$ cat src/rtl/rtcw_pkg.sv
package rtcw_pkg;

  // Register byte offsets on the APB
  localparam logic [7:0]  OFS_CALIB     = 8'h00;
  localparam logic [7:0]  OFS_ALARM_CFG = 8'h04;
  localparam logic [7:0]  OFS_TIME_WIN  = 8'h08;
  localparam logic [7:0]  OFS_ALARM_WIN = 8'h0C;
  localparam logic [7:0]  OFS_KEY       = 8'h10;
  localparam logic [7:0]  OFS_PAD       = 8'h14;

  // Calibration and configuration fields
  localparam int unsigned CAL_EN_BIT    = 15;
  localparam int unsigned CAL_WREN_BIT  = 13;
  localparam int unsigned CAL_SYNC_BIT  = 12;
  localparam int unsigned CAL_HALF_BIT  = 11;
  localparam int unsigned CAL_OE_BIT    = 10;
  localparam int unsigned PTR_LSB       = 8;
  localparam int unsigned PTR_MSB       = 9;
  localparam int unsigned DRIFT_MSB     = 7;
  localparam logic [15:0] CAL_WMASK     = 16'hA7FF;
  localparam logic [15:0] CAL_RST       = 16'h0000;

  // Alarm configuration, all bits writable
  localparam logic [15:0] ALM_WMASK     = 16'hFFFF;
  localparam logic [15:0] ALM_RST       = 16'h0000;

  // Pad configuration
  localparam int unsigned PAD_SEL_BIT   = 1;
  localparam logic [15:0] PAD_WMASK     = 16'h0003;
  localparam logic [15:0] PAD_RST       = 16'h0000;

  // Unlock key sequence
  localparam logic [7:0]  KEY_FIRST     = 8'h55;
  localparam logic [7:0]  KEY_SECOND    = 8'hAA;

  // Window pointer codes
  localparam logic [1:0]  PTR_FLOOR     = 2'h0;
  localparam logic [1:0]  PTR_TOP       = 2'h3;

  localparam int unsigned BANK_DEPTH    = 8;

  typedef enum logic [1:0] {
    UNL_IDLE  = 2'b00,
    UNL_ARMED = 2'b01,
    UNL_OPEN  = 2'b11
  } rtcw_unlock_type;

  // Pointer step that sticks at the floor code
  function automatic logic [1:0] ptrStep(input logic [1:0] ptr);
    return (ptr == PTR_FLOOR) ? PTR_FLOOR : ptr - 2'h1;
  endfunction

  // Merge a write into a 16-bit register by strobes and writable mask
  function automatic logic [15:0] mergeWrite(input logic [15:0] old,
                                             input logic [15:0] data,
                                             input logic [1:0]  strb,
                                             input logic [15:0] wmask);
    logic [15:0] laneMask;
    laneMask = {{8{strb[1]}}, {8{strb[0]}}} & wmask;
    return (old & ~laneMask) | (data & laneMask);
  endfunction

endpackage

$ cat src/rtl/rtcw_window_access.sv
// Behaviour
// - Value pointer picks time pair: 00 min/sec, 01 wday/hour, 10 month/day, 11 year.
// - High-byte write of time window decrements value pointer, sticking at 00.
// - Alarm pointer picks alarm pair: 00 min/sec, 01 wday/hour, 10 month/day, 11 none.
// - High-byte write of alarm window decrements alarm pointer, sticking at 00.
// - Any read of alarm window, either byte, decrements the alarm pointer.
// - Any read of time window, either byte, decrements the value pointer.
// - Low-byte writes leave both pointers unchanged.
// - Time registers accept writes only while the time write enable is set.
// - Write enable can be set only right after key writes 0x55 then 0xAA.
// - Pad select bit 1 chooses seconds clock, else alarm pulse, for the pin.
// - The pin carries the selected signal only while the output enable is set.
// - Calibration/configuration register is reset only by power-on reset.
//
// Implementation choices: the APB slave port and the register offsets.
`timescale 1ns/1ns
module rtcw_window_access (
  input  wire logic        clk_sys,
  input  wire logic        rst,
  input  wire logic        softRst,
  input  wire logic        psel,
  input  wire logic        penable,
  input  wire logic        pwrite,
  input  wire logic [7:0]  paddr,
  input  wire logic [31:0] pwdata,
  input  wire logic [3:0]  pstrb,
  output logic             pready,
  output logic      [31:0] prdata,
  output logic             pslverr,
  input  wire logic        secClk,
  input  wire logic        alarmPulse,
  input  wire logic        halfSec,
  input  wire logic        syncBusy,
  output logic             rtcEnable,
  output logic      [7:0]  driftCal,
  output logic      [15:0] alarmConfig,
  output logic      [63:0] timeValues,
  output logic      [63:0] alarmValues,
  output logic             pinOut,
  output logic             pinOe
);

  // One address compare, shared by every register select
  function automatic logic hitOfs(input logic [7:0] addr,
                                  input logic [7:0] ofs);
    return addr == ofs;
  endfunction

  // A window access moves its pointer on any read, or on a write with the high byte
  function automatic logic winStep(input logic rdHit,
                                   input logic wrHit,
                                   input logic hiLane);
    return rdHit | (wrHit & hiLane);
  endfunction

  // Bus phase decode
  logic        setupRead;
  logic        accDone;
  logic        wrDone;
  logic        rdDone;
  logic        selCalib;
  logic        selAlarmCfg;
  logic        selTimeWin;
  logic        selAlarmWin;
  logic        selKey;
  logic        selPad;
  logic        mapped;

  // Register state
  logic [15:0] calib_r;
  logic [15:0] calib_nxt;
  logic [15:0] alarmCfg_r;
  logic [15:0] alarmCfg_nxt;
  logic [15:0] pad_r;
  logic [15:0] pad_nxt;
  logic [31:0] prdata_r;
  logic [31:0] prdata_nxt;
  logic        pinOut_r;
  logic        pinOut_nxt;
  logic        pinOe_r;
  logic        pinOe_nxt;

  // Window plumbing
  logic [1:0]  valuePtr;
  logic [1:0]  alarmPtr;
  logic        unlockOpen;
  logic        timeWrHi;
  logic        timeWrLo;
  logic        alarmWrHi;
  logic        alarmWrLo;
  logic [15:0] timeRaw;
  logic [15:0] alarmRaw;
  logic [15:0] timeWinRd;
  logic [15:0] alarmWinRd;
  logic [15:0] calibRd;
  logic        timeStep;
  logic        alarmStep;
  logic        writeEnable;
  logic        keyWrite;
  logic        timeHiAcc;
  logic        timeLoAcc;
  logic        alarmHiAcc;
  logic        alarmLoAcc;
  logic [15:0] regRd;
  logic        pinSrc;

  assign setupRead   = psel & ~penable & ~pwrite;
  assign accDone     = psel & penable;
  assign wrDone      = accDone & pwrite;
  assign rdDone      = accDone & ~pwrite;

  assign selCalib    = hitOfs(paddr, rtcw_pkg::OFS_CALIB);
  assign selAlarmCfg = hitOfs(paddr, rtcw_pkg::OFS_ALARM_CFG);
  assign selTimeWin  = hitOfs(paddr, rtcw_pkg::OFS_TIME_WIN);
  assign selAlarmWin = hitOfs(paddr, rtcw_pkg::OFS_ALARM_WIN);
  assign selKey      = hitOfs(paddr, rtcw_pkg::OFS_KEY);
  assign selPad      = hitOfs(paddr, rtcw_pkg::OFS_PAD);
  // Unmapped addresses answer with an error and read as zero
  assign mapped      = selCalib | selAlarmCfg | selTimeWin | selAlarmWin | selKey | selPad;
  assign keyWrite    = wrDone & selKey & pstrb[0];

  // Zero wait states: read data is captured during the setup cycle
  assign pready      = penable;
  assign pslverr     = accDone & ~mapped;
  assign prdata      = prdata_r;

  assign valuePtr    = calib_r[rtcw_pkg::PTR_MSB:rtcw_pkg::PTR_LSB];
  assign alarmPtr    = alarmCfg_r[rtcw_pkg::PTR_MSB:rtcw_pkg::PTR_LSB];
  assign writeEnable = calib_r[rtcw_pkg::CAL_WREN_BIT];

  // Key writes use the low byte only; any other completed transfer closes the window
  rtcw_unlock_seq u_unlock (
    .clk_sys    (clk_sys),
    .rst        (rst),
    .keyWrite   (keyWrite),
    .keyData    (pwdata[7:0]),
    .xferDone   (accDone),
    .windowOpen (unlockOpen)
  );

  // Completed window writes per byte lane; lane 1 carries the high byte
  always_comb begin
    timeHiAcc  = wrDone & selTimeWin & pstrb[1];
    timeLoAcc  = wrDone & selTimeWin & pstrb[0];
    alarmHiAcc = wrDone & selAlarmWin & pstrb[1];
    alarmLoAcc = wrDone & selAlarmWin & pstrb[0];
  end

  // Time bank: pointer 11 has only the year in the low byte
  always_comb begin
    timeWrHi = timeHiAcc & writeEnable
               & (valuePtr != rtcw_pkg::PTR_TOP);
    timeWrLo = timeLoAcc & writeEnable;
  end

  rtcw_byte_bank u_time_bank (
    .clk_sys  (clk_sys),
    .rst      (rst),
    .ptr      (valuePtr),
    .wrHi     (timeWrHi),
    .wrLo     (timeWrLo),
    .wrData   (pwdata[15:0]),
    .rdData   (timeRaw),
    .contents (timeValues)
  );

  // Alarm bank: pointer 11 selects nothing
  always_comb begin
    alarmWrHi = alarmHiAcc & (alarmPtr != rtcw_pkg::PTR_TOP);
    alarmWrLo = alarmLoAcc & (alarmPtr != rtcw_pkg::PTR_TOP);
  end

  rtcw_byte_bank u_alarm_bank (
    .clk_sys  (clk_sys),
    .rst      (rst),
    .ptr      (alarmPtr),
    .wrHi     (alarmWrHi),
    .wrLo     (alarmWrLo),
    .wrData   (pwdata[15:0]),
    .rdData   (alarmRaw),
    .contents (alarmValues)
  );

  // Window read views with the unimplemented slots forced to zero
  always_comb begin
    timeWinRd  = timeRaw;
    alarmWinRd = alarmRaw;
    if (valuePtr == rtcw_pkg::PTR_TOP) begin
      timeWinRd[15:8] = 8'h00;
    end
    if (alarmPtr == rtcw_pkg::PTR_TOP) begin
      alarmWinRd = 16'h0000;
    end
  end

  // A read steps the pointer regardless of lanes; writes only via the high lane
  // A locked write still steps, so a walk made only to read stays in step
  always_comb begin
    timeStep  = winStep(rdDone & selTimeWin, wrDone & selTimeWin,
                        pstrb[1]);
    alarmStep = winStep(rdDone & selAlarmWin, wrDone & selAlarmWin,
                        pstrb[1]);
  end

  // Calibration and configuration register
  always_comb begin
    calib_nxt = calib_r;
    if (wrDone & selCalib) begin
      calib_nxt = rtcw_pkg::mergeWrite(calib_r, pwdata[15:0], pstrb[1:0],
                                       rtcw_pkg::CAL_WMASK);
      // Clearing the write enable is always allowed; setting needs the key window
      if (!writeEnable && !unlockOpen) begin
        calib_nxt[rtcw_pkg::CAL_WREN_BIT] = 1'b0;
      end
      // Module enable changes only while time writes are unlocked
      if (!writeEnable) begin
        calib_nxt[rtcw_pkg::CAL_EN_BIT] = calib_r[rtcw_pkg::CAL_EN_BIT];
      end
    end else if (timeStep) begin
      calib_nxt[rtcw_pkg::PTR_MSB:rtcw_pkg::PTR_LSB] =
        rtcw_pkg::ptrStep(valuePtr);
    end
  end

  // Only the power-on reset reaches this register; softRst is ignored here
  always_ff @(posedge clk_sys) begin
    if (rst) begin
      calib_r <= rtcw_pkg::CAL_RST;
    end else begin
      calib_r <= calib_nxt;
    end
  end

  // Alarm configuration register
  always_comb begin
    alarmCfg_nxt = alarmCfg_r;
    if (wrDone & selAlarmCfg) begin
      alarmCfg_nxt = rtcw_pkg::mergeWrite(alarmCfg_r, pwdata[15:0], pstrb[1:0],
                                          rtcw_pkg::ALM_WMASK);
    end else if (alarmStep) begin
      alarmCfg_nxt[rtcw_pkg::PTR_MSB:rtcw_pkg::PTR_LSB] =
        rtcw_pkg::ptrStep(alarmPtr);
    end
  end

  // The other reset source clears alarm and pad settings, never the calibration register
  always_ff @(posedge clk_sys) begin
    if (rst || softRst) begin
      alarmCfg_r <= rtcw_pkg::ALM_RST;
    end else begin
      alarmCfg_r <= alarmCfg_nxt;
    end
  end

  // Pad configuration register
  always_comb begin
    pad_nxt = pad_r;
    if (wrDone & selPad) begin
      pad_nxt = rtcw_pkg::mergeWrite(pad_r, pwdata[15:0], pstrb[1:0],
                                     rtcw_pkg::PAD_WMASK);
    end
  end

  always_ff @(posedge clk_sys) begin
    if (rst || softRst) begin
      pad_r <= rtcw_pkg::PAD_RST;
    end else begin
      pad_r <= pad_nxt;
    end
  end

  // Status bits are live inputs, never stored,
  // so a register write can neither set nor mask them
  always_comb begin
    calibRd = calib_r;
    calibRd[rtcw_pkg::CAL_SYNC_BIT] = syncBusy;
    calibRd[rtcw_pkg::CAL_HALF_BIT] = halfSec;
  end

  // Register read view at the current address; unmapped and key reads give zero
  always_comb begin
    regRd = 16'h0000;
    if (selCalib) begin
      regRd = calibRd;
    end else if (selAlarmCfg) begin
      regRd = alarmCfg_r;
    end else if (selTimeWin) begin
      regRd = timeWinRd;
    end else if (selAlarmWin) begin
      regRd = alarmWinRd;
    end else if (selPad) begin
      regRd = pad_r;
    end
  end

  // Read data is taken at the setup edge, so the pointer step at the access edge
  // cannot change the word already on the bus
  always_comb begin
    prdata_nxt = prdata_r;
    if (setupRead) begin
      prdata_nxt = {16'h0000, regRd};
    end
  end

  always_ff @(posedge clk_sys) begin
    if (rst) begin
      prdata_r <= 32'h0000_0000;
    end else begin
      prdata_r <= prdata_nxt;
    end
  end

  // Seconds clock or alarm pulse, chosen by the pad select bit
  always_comb begin
    pinSrc = pad_r[rtcw_pkg::PAD_SEL_BIT] ? secClk : alarmPulse;
  end

  // Output pin: one flop of latency keeps the pad glitch free
  always_comb begin
    pinOe_nxt  = calib_r[rtcw_pkg::CAL_OE_BIT];
    pinOut_nxt = 1'b0;
    if (calib_r[rtcw_pkg::CAL_OE_BIT]) begin
      pinOut_nxt = pinSrc;
    end
  end

  always_ff @(posedge clk_sys) begin
    if (rst) begin
      pinOut_r <= 1'b0;
      pinOe_r  <= 1'b0;
    end else begin
      pinOut_r <= pinOut_nxt;
      pinOe_r  <= pinOe_nxt;
    end
  end

  assign pinOut      = pinOut_r;
  assign pinOe       = pinOe_r;
  assign rtcEnable   = calib_r[rtcw_pkg::CAL_EN_BIT];
  assign driftCal    = calib_r[rtcw_pkg::DRIFT_MSB:0];
  assign alarmConfig = alarmCfg_r;

endmodule // rtcw_window_access

$ cat src/rtl/rtcw_byte_bank.sv
`timescale 1ns/1ns
module rtcw_byte_bank (
  input  wire logic        clk_sys,
  input  wire logic        rst,
  input  wire logic [1:0]  ptr,
  input  wire logic        wrHi,
  input  wire logic        wrLo,
  input  wire logic [15:0] wrData,
  output logic      [15:0] rdData,
  output logic      [63:0] contents
);

  // Entry index is {pointer, lane}; lane 1 is the high byte
  logic [7:0] mem_r   [rtcw_pkg::BANK_DEPTH];
  logic [7:0] mem_nxt [rtcw_pkg::BANK_DEPTH];

  always_comb begin
    for (int i = 0; i < rtcw_pkg::BANK_DEPTH; i++) begin
      mem_nxt[i] = mem_r[i];
    end
    if (wrHi) begin
      mem_nxt[{ptr, 1'b1}] = wrData[15:8];
    end
    if (wrLo) begin
      mem_nxt[{ptr, 1'b0}] = wrData[7:0];
    end
  end

  always_ff @(posedge clk_sys) begin
    for (int i = 0; i < rtcw_pkg::BANK_DEPTH; i++) begin
      mem_r[i] <= rst ? 8'h00 : mem_nxt[i];
    end
  end

  assign rdData = {mem_r[{ptr, 1'b1}], mem_r[{ptr, 1'b0}]};

  always_comb begin
    for (int i = 0; i < rtcw_pkg::BANK_DEPTH; i++) begin
      contents[8*i +: 8] = mem_r[i];
    end
  end

endmodule // rtcw_byte_bank

$ cat src/rtl/rtcw_unlock_seq.sv
`timescale 1ns/1ns
module rtcw_unlock_seq (
  input  wire logic       clk_sys,
  input  wire logic       rst,
  input  wire logic       keyWrite,
  input  wire logic [7:0] keyData,
  input  wire logic       xferDone,
  output logic            windowOpen
);

  rtcw_pkg::rtcw_unlock_type state_r;
  rtcw_pkg::rtcw_unlock_type state_nxt;

  // The window lasts for exactly one bus transfer after the second key
  always_comb begin
    state_nxt = state_r;
    if (keyWrite) begin
      if (keyData == rtcw_pkg::KEY_FIRST) begin
        state_nxt = rtcw_pkg::UNL_ARMED;
      end else if (keyData == rtcw_pkg::KEY_SECOND && state_r == rtcw_pkg::UNL_ARMED) begin
        state_nxt = rtcw_pkg::UNL_OPEN;
      end else begin
        state_nxt = rtcw_pkg::UNL_IDLE;
      end
    end else if (xferDone) begin
      state_nxt = rtcw_pkg::UNL_IDLE;
    end
  end

  always_ff @(posedge clk_sys) begin
    if (rst) begin
      state_r <= rtcw_pkg::UNL_IDLE;
    end else begin
      state_r <= state_nxt;
    end
  end

  always_comb begin
    unique case (state_r)
      rtcw_pkg::UNL_IDLE:  windowOpen = 1'b0;
      rtcw_pkg::UNL_ARMED: windowOpen = 1'b0;
      rtcw_pkg::UNL_OPEN:  windowOpen = 1'b1;
      default:             windowOpen = 1'b0;
    endcase
  end

endmodule // rtcw_unlock_seq

$ cat config.mk
export PLATFORM = sky130hd
export DESIGN_NAME = rtcw_window_access
export DESIGN_NICKNAME = d
export VERILOG_FILES = /design/src/rtl/rtcw_pkg.sv /design/src/rtl/rtcw_window_access.sv /design/src/rtl/rtcw_byte_bank.sv /design/src/rtl/rtcw_unlock_seq.sv
export SDC_FILE = /design/constraint.sdc
export NUM_CORES = 1
export LEC_CHECK = 0
export ABC_AREA = 1
export BUFFER_PORTS_ARGS = -buffer_cell sky130_fd_sc_hd__buf_2
export CAP_MARGIN = 20
export CORE_MARGIN = 4
export CORE_UTILIZATION = 54
export CTS_BUF_LIST = sky130_fd_sc_hd__clkbuf_4 sky130_fd_sc_hd__clkbuf_8 sky130_fd_sc_hd__clkbuf_16
export CTS_CLUSTER_DIAMETER = 120
export DETAILED_ROUTE_END_ITERATION = 7
export PLACE_DENSITY = 0.82
export SLEW_MARGIN = 10
export SYNTH_ARGS = -nofsm -noshare
export SYNTH_HDL_FRONTEND = slang
export SYNTH_SLANG_ARGS = --single-unit
$ cat constraint.sdc
create_clock -name clk_sys -period 3.1 [get_ports clk_sys]
set_input_delay 0.155 -clock clk_sys [delete_from_list [all_inputs] [get_ports clk_sys]]
set_output_delay 0.155 -clock clk_sys [all_outputs]
set_load 0.01 [all_outputs]
# After elaboration in Yosys (flattened, before gate mapping)
# Memories as Yosys holds them, arrays and structs flattened. A register that Yosys moved wholly into a read port is not among the register bits.
# Cells that the tools add are included.
[totals]
regBits = 68
mem_bits_rw = 128
in_bits = 54
out_inout_bits = 189
elab_cells = 163
memories = 2
[classes]
addsub = 2
n_lt_le_gt_ge = 8
eq_ne = 13
mux = 60
n_bitwise = 51
n_reduce_logical = 17
[mem_list]
columns = ["name", "words", "word_bits", "read_ports", "rd_clocked_by_memory_dff", "wr", "line_no", "text"]
rows = [
  ["u_alarm_bank.mem_r", 8, 8, 10, 2, 8, "rtcw_byte_bank.sv:14", "logic [7:0] mem_r [rtcw_pkg::BANK_DEPTH];"],
  ["u_time_bank.mem_r", 8, 8, 10, 2, 8, "rtcw_byte_bank.sv:14", ""],
]
[ops]
columns = ["cell", "n"]
rows = [
  ["64-bit bitwise mux", 4],
  ["64-bit 2-to-1 mux", 4],
  ["8-bit 2-to-1 mux", 21],
  ["8-bit demux with 3-bit select", 4],
  ["16-bit 2-to-1 mux", 6],
  ["16-bit bitwise AND", 5],
  ["16-bit bitwise OR", 3],
  ["16-bit inverter", 2],
  ["1-bit bitwise AND", 24],
  ["3-bit 2-to-1 mux", 8],
  ["2-bit 2-to-1 mux", 10],
  ["16-bit by 2-bit bitwise AND with 16-bit output", 1],
  ["8-bit by 4-bit equality test with 1-bit output (second input constant)", 2],
  ["8-bit by 5-bit equality test with 1-bit output (second input constant)", 2],
  ["4-bit greater-or-equal comparator (second input constant)", 4],
  ["4-bit by 1-bit < comparator with 1-bit output (second input constant)", 4],
  ["2-bit inverter with 16-bit output", 1],
  ["3-bit inverter with 4-bit output", 4],
  ["8-bit by 3-bit equality test with 1-bit output (second input constant)", 1],
  ["8-bit by 7-bit equality test with 1-bit output (second input constant)", 1],
  ["8-bit equality test (second input constant)", 1],
  ["8-bit zero test", 1],
  ["1-bit bitwise OR", 7],
  ["2-bit equality test (second input constant)", 3],
  ["12 further kinds", 28],
]

# Longest topological paths before layout
# Gate-level depths: netlist of run 1.
[depth]
word_depth = 10
depth_mapped = 11
depth_no_buf = 10

# Cells and area by module
# From an unflattened synthesis of run 1, not the netlist that was laid out.
[hier_totals]
cells_unflattened = 1445
hier_area_um2 = 9514.1
[by_module_without_submodules]
columns = ["mod", "n_inst", "cells_each", "area_each_um2", "seq_area_each_um2"]
rows = [
  ["rtcw_byte_bank", 2, 505, 3284.4, 1281.2],
  ["rtcw_window_access", 1, 397, 2762.6, 980.9],
  ["rtcw_unlock_seq", 1, 38, 182.7, 40.0],
]

# Worst setup path before layout of run 1
# OpenSTA, ideal clock, no wires.
[synth_path]
kind = "register to register"
start = "register alarmCfg_r[8], in the netlist alarmConfig[8]"
end = "memory u_alarm_bank.mem_r[3][7]"
setup_ps = 146
arrival_ps = 1323
required_ps = 2954
slack_ps = 1630
path_stages_with_launch = 8
n_path_buf = 2
period_less_slack_ps = 1470
cell_sequence = "dfxtp_1 > clkbuf_1 > inv_1 > nor2_1 > nand2_4 > buf_6 > nor2_1 > a211oi_2"
[synth_rtl]
columns = ["element", "line_no", "text"]
rows = [
  ["from (decl)", "rtcw_window_access.sv:72", "logic [15:0] alarmCfg_r;"],
  ["from (signal assigned)", "rtcw_window_access.sv:249", "alarmCfg_r <= rtcw_pkg::ALM_RST;"],
  ["from (signal assigned)", "rtcw_window_access.sv:251", "alarmCfg_r <= alarmCfg_nxt;"],
  ["to (decl)", "rtcw_byte_bank.sv:14", ""],
]

# Final worst setup path of run 1
[layout_path]
start = "input rst"
end = "register pinOut_r, in the netlist pinOut"
[layout_via]
elab_chain_cells = 1
[layout_lines]
columns = ["element", "line_no", "text"]
rows = [
  ["from (decl)", "rtcw_window_access.sv:19", "input wire logic rst,"],
  ["2-bit OR reduction (no line)", "n/a", ""],
  ["to (signal assigned)", "rtcw_window_access.sv:332", "pinOut_r <= pinOut_nxt;"],
  ["to (decl)", "rtcw_window_access.sv:78", "logic pinOut_r;"],
]
# Every way passes these cells.
# A chain may end at the register's enable or synchronous reset.

==> metrics.txt, run 1 <==
outcome finished clean; fmax 498 MHz; final hold vios 0; final net count 1425; Max Fanout on Critical Path 54; share of post-route cells with drive strength above 1 22.4%; PortBufs 208; count of final setup violators 0; Slew Limit Fails 0; first-pass GRT wire length 40200 microns; #FFs+latches synth 183; Pre-antenna DRT Iters 7; post-synthesis cell area 0.00877 sq mm; H-tree depth 4; clock root buffer clkbuf_16; clock slew at reported path FFs 0.07 ns; vias per std cell 5.28; vias after detailed routing 8454; Synth Area in Simple Gates 24.1%; wirelength, routed 26100 microns; Least-Margin Pin Slew 0.721 ns; CTS tree done; Worst slew margin 51.6%; XOR/XNOR share of the synthesized area 0%; Post-Syn Instances 1214; Clk Latency, worst-skew pair 0.44 ns; largest net degree at the start of global routing 73; Setup CP Type in2reg; Post-Syn Area per Cell 7.22 sq um; MaxCap Viol Count 0; initial antenna violation count 1; HP Class in2reg; WL per Instance 16.3 microns; CP endpoint kind flop; RSZ-0062 raised after global routing no; Final Power 4.72 mW; grt total ovfl 0; clk buf depth 2; die footprint 0.0183 sq mm; Synth Area in Adders 0%; Compound-Gate Fraction of Synth Area 20.3%; post-route ant nets 0; maximum vdd ir drop 396 uV; Synth Warn # 0; Starting Density 55.2%; synth unique cells 33; crit path DAT 2.32 ns; Setup TNS Final 0 ns; area leader, netlist dfxtp_1; CTS Sinks 183; post-synth top area share 41.8%; min Tclk post-route 2.01 ns; Layout Area Growth over Synthesis 17.1%; crit share post-route 64.8%; Crit path required time 3.42 ns; io pins 243; vias in the first global route 7583; Die H 135 microns; cts bufs inserted 17; sequential area share after synthesis 41.8%; Resized cells post-CTS 0; DRC 0; CP startpoint rst; gpl congestion 0.946; power per cell area 460 mW/mm^2; Layout Utilization 64.7%; Leakage 4.92 nW; largest family of logic cells by synthesized area simple AND/OR/NAND/NOR gates; Final Skew 0.0129 ns; die width 135 microns; top post-synthesis cells by area dfxtp_1 (42%), nor2_1 (7.8%), nand2_1 (7.6%), o21ai_0 (7.3%), inv_1 (7.1%); core footprint 0.0159 sq mm; DR iter-0 viols 661; DP Wirelength 18900 microns; hold_sp softRst; Rows 46; Global Route Usage Sum 27.9%; mux cell area share after synthesis 0%; crit start category primary input
-- repair_timing --
| action | in CTS | in global routing |
|---|---|---|
| hold buffers | 2 | 0 |
| endpoints found under the hold margin | 1 | 0 |
| setup endpoints to repair | 0 | 0 |
| buffers inserted | 0 | 0 |
-- through the flow --
stage	worst slack, ns	std cells	cell area, sq um	hold slack [ns]
after floorplan	1.63	1229	8830	0.284
after global placement	1.15	1565	9660	0.384
after detailed placement	1.14	1565	9660	0.428
after CTS	1.10	1599	10300	0.0744
after global routing	0.884	1601	10300	0.0688
final	1.09	1602	10300	0.0654
-- metal layers --
metal  wire length (microns)  vias up  global-route usage [%]
li1                        -     4166                       -
met2                   11900      408                    43.6
met3                    2560       48                    6.39
met4                     599        0                    9.97
met1                   11100     3832                    37.8
met5                       0        -                       0
-- cells in the mapped netlist (all sizes together) --
master,n
o211ai,10
nand4,15
a211oi,48
clkinv,5
clkbuf,41
dfxtp,183
nand3,56
nor3,3
or2,1
buf,55
o21ai,134
a21oi,111
nand2,184
inv,172
conb,1
nor2,194
nand3b,1
-- area by class of cell --
| cell class | count | area (sq um) |
|---|---|---|
| fill | 1430 | 5610 |
| tap | 216 | 270 |
| clock inverter | 12 | 128 |
| sequential | 183 | 3660 |
| antenna | 2 | 5.00 |
| clock buffer | 20 | 454 |
| timing repair buffer | 219 | 1130 |
| inverter | 177 | 668 |
| multi-input combinational | 773 | 3950 |
-- worst max-delay path: stages --
cell and delay, ns:
buf_2 0.51, buf_4 0.70, nor2_1 0.21, o21ai_0 0.12, nor2_1 0.06, dlygate4sd3_1 0.55
-- where the power goes --
group	switching [mW]	total [mW]	internal, mW
Combinational	0.160	0.208	0.0483
Sequential	0.00467	2.36	2.36
Clock	0.926	2.15	1.22
Total	1.09	4.72	3.63
-- layout by cell type (no fill, tap or decap), types with 2 or more instances in the layout --
cell and instances:
o21ai_1 6, nor2_8 5, nor2_4 2, clkbuf_16 17, clkinv_1 4, nor2_2 4, buf_4 9, nor3_1 2
nor2_1 183, nand3_1 48, nand4_1 12, nand2_4 6, clkbuf_4 2, clkinvlp_4 4, a211oi_1 24, o211ai_1 10
inv_2 4, diode_2 2, clkinv_2 5, buf_2 208, nand3_2 2, dfxtp_1 183, o21ai_0 128, nand2_1 178
bufinv_16 2, nand4_4 3, conb_1 16, inv_1 167, dlygate4sd3_1 2, nand3_4 6, a211oi_2 24, a21oi_1 111
-- cells by family after synthesis --
| logic type | count (synthesis) |
|---|---|
| buffers and inverters | 273 |
| AO/OA/AOI/OAI | 303 |
| flip-flops | 183 |
| AND/OR/NAND/NOR | 454 |
| other | 1 |
-- final timing paths --
path | endpoint | slack, ns | cells past startpoint
hold reg to reg | u_alarm_bank.mem_r[7][2] | 0.44 | 2
setup / recovery | pinOut | 1.09 | 6
setup reg to reg | prdata[3] | 1.13 | 6
hold / removal | flop | 0.07 | 4
Power figures use the tool's default switching activity.
==> run 2: changes to the inputs <==
--- a/config.mk
+++ b/config.mk
@@ -9,11 +9,11 @@
 export BUFFER_PORTS_ARGS = -buffer_cell sky130_fd_sc_hd__buf_2
 export CAP_MARGIN = 20
 export CORE_MARGIN = 4
-export CORE_UTILIZATION = 54
+export CORE_UTILIZATION = 53
 export CTS_BUF_LIST = sky130_fd_sc_hd__clkbuf_4 sky130_fd_sc_hd__clkbuf_8 sky130_fd_sc_hd__clkbuf_16
 export CTS_CLUSTER_DIAMETER = 120
 export DETAILED_ROUTE_END_ITERATION = 7
-export PLACE_DENSITY = 0.82
+export PLACE_DENSITY = 0.81
 export SLEW_MARGIN = 10
 export SYNTH_ARGS = -nofsm -noshare
 export SYNTH_HDL_FRONTEND = slang
==> constraint.sdc (replaced) <==
create_clock -name clk_sys -period 1.9 [get_ports clk_sys]
set_input_delay 0.095 -clock clk_sys [delete_from_list [all_inputs] [get_ports clk_sys]]
set_output_delay 0.095 -clock clk_sys [all_outputs]
set_load 0.01 [all_outputs]
==> metrics.txt, run 2 (same netlist as run 1, synthesis figures left out) <==
Max Fanout on Critical Path 16 (-70%); wirelength, routed 26500 microns (+1.5%); min Tclk post-route 1.57 ns; placed inst area 0.00977 sq mm (+1.2%); CP endpoint kind flop; Pre-antenna DRT Iters 5 (-2); gpl congestion 0.945 (about the same); power per cell area 758 mW/mm^2 (+65%); die footprint 0.0187 sq mm (+1.8%); HP Class in2reg; Worst slew margin 62.6% (+11 points); clk buf depth 2 (unchanged); CTS Sinks 183 (unchanged); grt total ovfl 0 (unchanged); Post-CTS Hold Fix Bufs 3 (+1); Leakage 5.02 nW (+1.9%); Filler cells 1421 (-0.63%); H-tree depth 4 (unchanged); die width 137 microns (+0.88%); RSZ-0062 raised after global routing no; Clk Latency, worst-skew pair 0.44 ns (about the same); final net count 1438 (+0.91%); vias in the first global route 7753 (+2.2%); first-pass GRT wire length 41000 microns (+1.9%); DR iter-0 viols 859 (+30%); Slew Limit Fails 0 (unchanged); Setup TNS Final 0 ns (unchanged); largest net degree at the start of global routing 82 (+12%); DP Wirelength 19300 microns (+2.3%); clock root buffer clkbuf_16; outcome finished clean; Global Route Usage Sum 28.3% (+0.40 points); Finished Cell Area 0.0104 sq mm (+1.6%); count of final setup violators 0 (unchanged); vias after detailed routing 8514 (+0.71%); DRC 0 (unchanged); crit path DAT 1.88 ns (-0.44 ns); CTS tree done; clock slew at reported path FFs 0.07 ns (about the same); crit start category flop; Setup CP Type reg2reg; vias per std cell 5.27 (-0.10%); Rows 46 (unchanged); commonest non-fill, non-tap cell in the layout buf_2; maximum vdd ir drop 603 uV (+52%); MaxCap Viol Count 0 (unchanged); Layout Area Growth over Synthesis 19.0%; initial antenna violation count 4 (+3); WL per Instance 16.4 microns (+0.69%); Crit path required time 2.21 ns (-1.21 ns); final hold vios 0 (unchanged); Final Skew 0.00827 ns (-0.00464 ns); fmax 637 MHz; commonest non-fill, non-tap cells in the layout buf_2 (208), nor2_1 (183), dfxtp_1 (183), nand2_1 (178), inv_1 (167); share of post-route cells with drive strength above 1 23.0% (+0.65 points); Resized cells post-CTS 0 (unchanged); cts bufs inserted 17 (unchanged); Starting Density 54.6% (-0.59 points); Die H 137 microns (+0.88%); postcts setup bufs 0 (unchanged); core footprint 0.0161 sq mm (+1.1%); post-route ant nets 0 (unchanged); Least-Margin Pin Slew 0.560 ns (-0.161 ns); PortBufs 208 (unchanged); io pins 243 (unchanged); crit share post-route 82.6%
run 2: cell types whose count changed in the layout (fill, tap and decap cells not counted), sizes merged:
cell and change:
clkbuf -1, inv +3, buf +12, clkinv -1, clkinvlp -2, dlygate4sd3 +1, bufinv +1
run 2: path summary, 6_finish.rpt:
| kind | start | endpoint | slack (ns) | cells past startpoint |
|---|---|---|---|---|
| max | alarmConfig[9] | u_alarm_bank.mem_r[5][5] | 0.33 | 5 |
| min | pstrb[1] | calib_r[13] | 0.02 | 3 |
| max reg2reg | alarmConfig[9] | u_alarm_bank.mem_r[5][5] | 0.33 | 5 |
| min reg2reg | u_alarm_bank.mem_r[6][0] | u_alarm_bank.mem_r[6][0] | 0.43 | 2 |
run 2: per-stage QoR:
stage	hold slack, ns	setup slack, ns	total power [mW]	utilization [%]	cells
global route	0.0225	0.147	8.12	65.0	1615
floorplan	0.224	0.430	4.16	-	1229
detailed placement	0.325	0.238	4.28	60.9	1577
CTS	0.00777	0.331	7.94	64.9	1612
global placement	0.318	0.296	4.28	60.9	1577
finish	0.0162	0.330	7.91	65.0	1615
run 2: critical path: stages (launching register included):
cell	delay, ns
dfxtp_1	0.48
inv_1	0.12
nor2_1	0.34
nand2_4	0.22
nor2_1	0.23
a211oi_2	0.05
run 2: layout make-up:
class                   instances  area [sq um]  area share, %
well taps                     216           270           2.59
flip-flops and latches        183          3660           35.1
clock buffers                  19           453           4.34
diodes                          2          5.00         0.0480
inverters                     177           668           6.40
repair buffers                232          1250           12.0
clock inverters                13           168           1.61
multi-input cells             773          3950           37.9
run 2: metal layers:
metal  GRT usage, %  vias up  part of all wire [%]  wire (microns)
met1           38.0     3841                    41           10900
met3           6.40       58                    10            2640
met2           44.2      420                    46           12100
met5              0        -                 0.083              22
li1               -     4191                     -               -
met4           11.1        4                   3.0             791
run 2: report_power, final:
| part | total [mW] | internal, mW | switching, mW | leakage, nW |
|---|---|---|---|---|
| Sequential | 3.85 | 3.85 | 0.00758 | 1.47 |
| Combinational | 0.350 | 0.0876 | 0.262 | 3.24 |
| Clock | 3.71 | 2.15 | 1.56 | 0.301 |
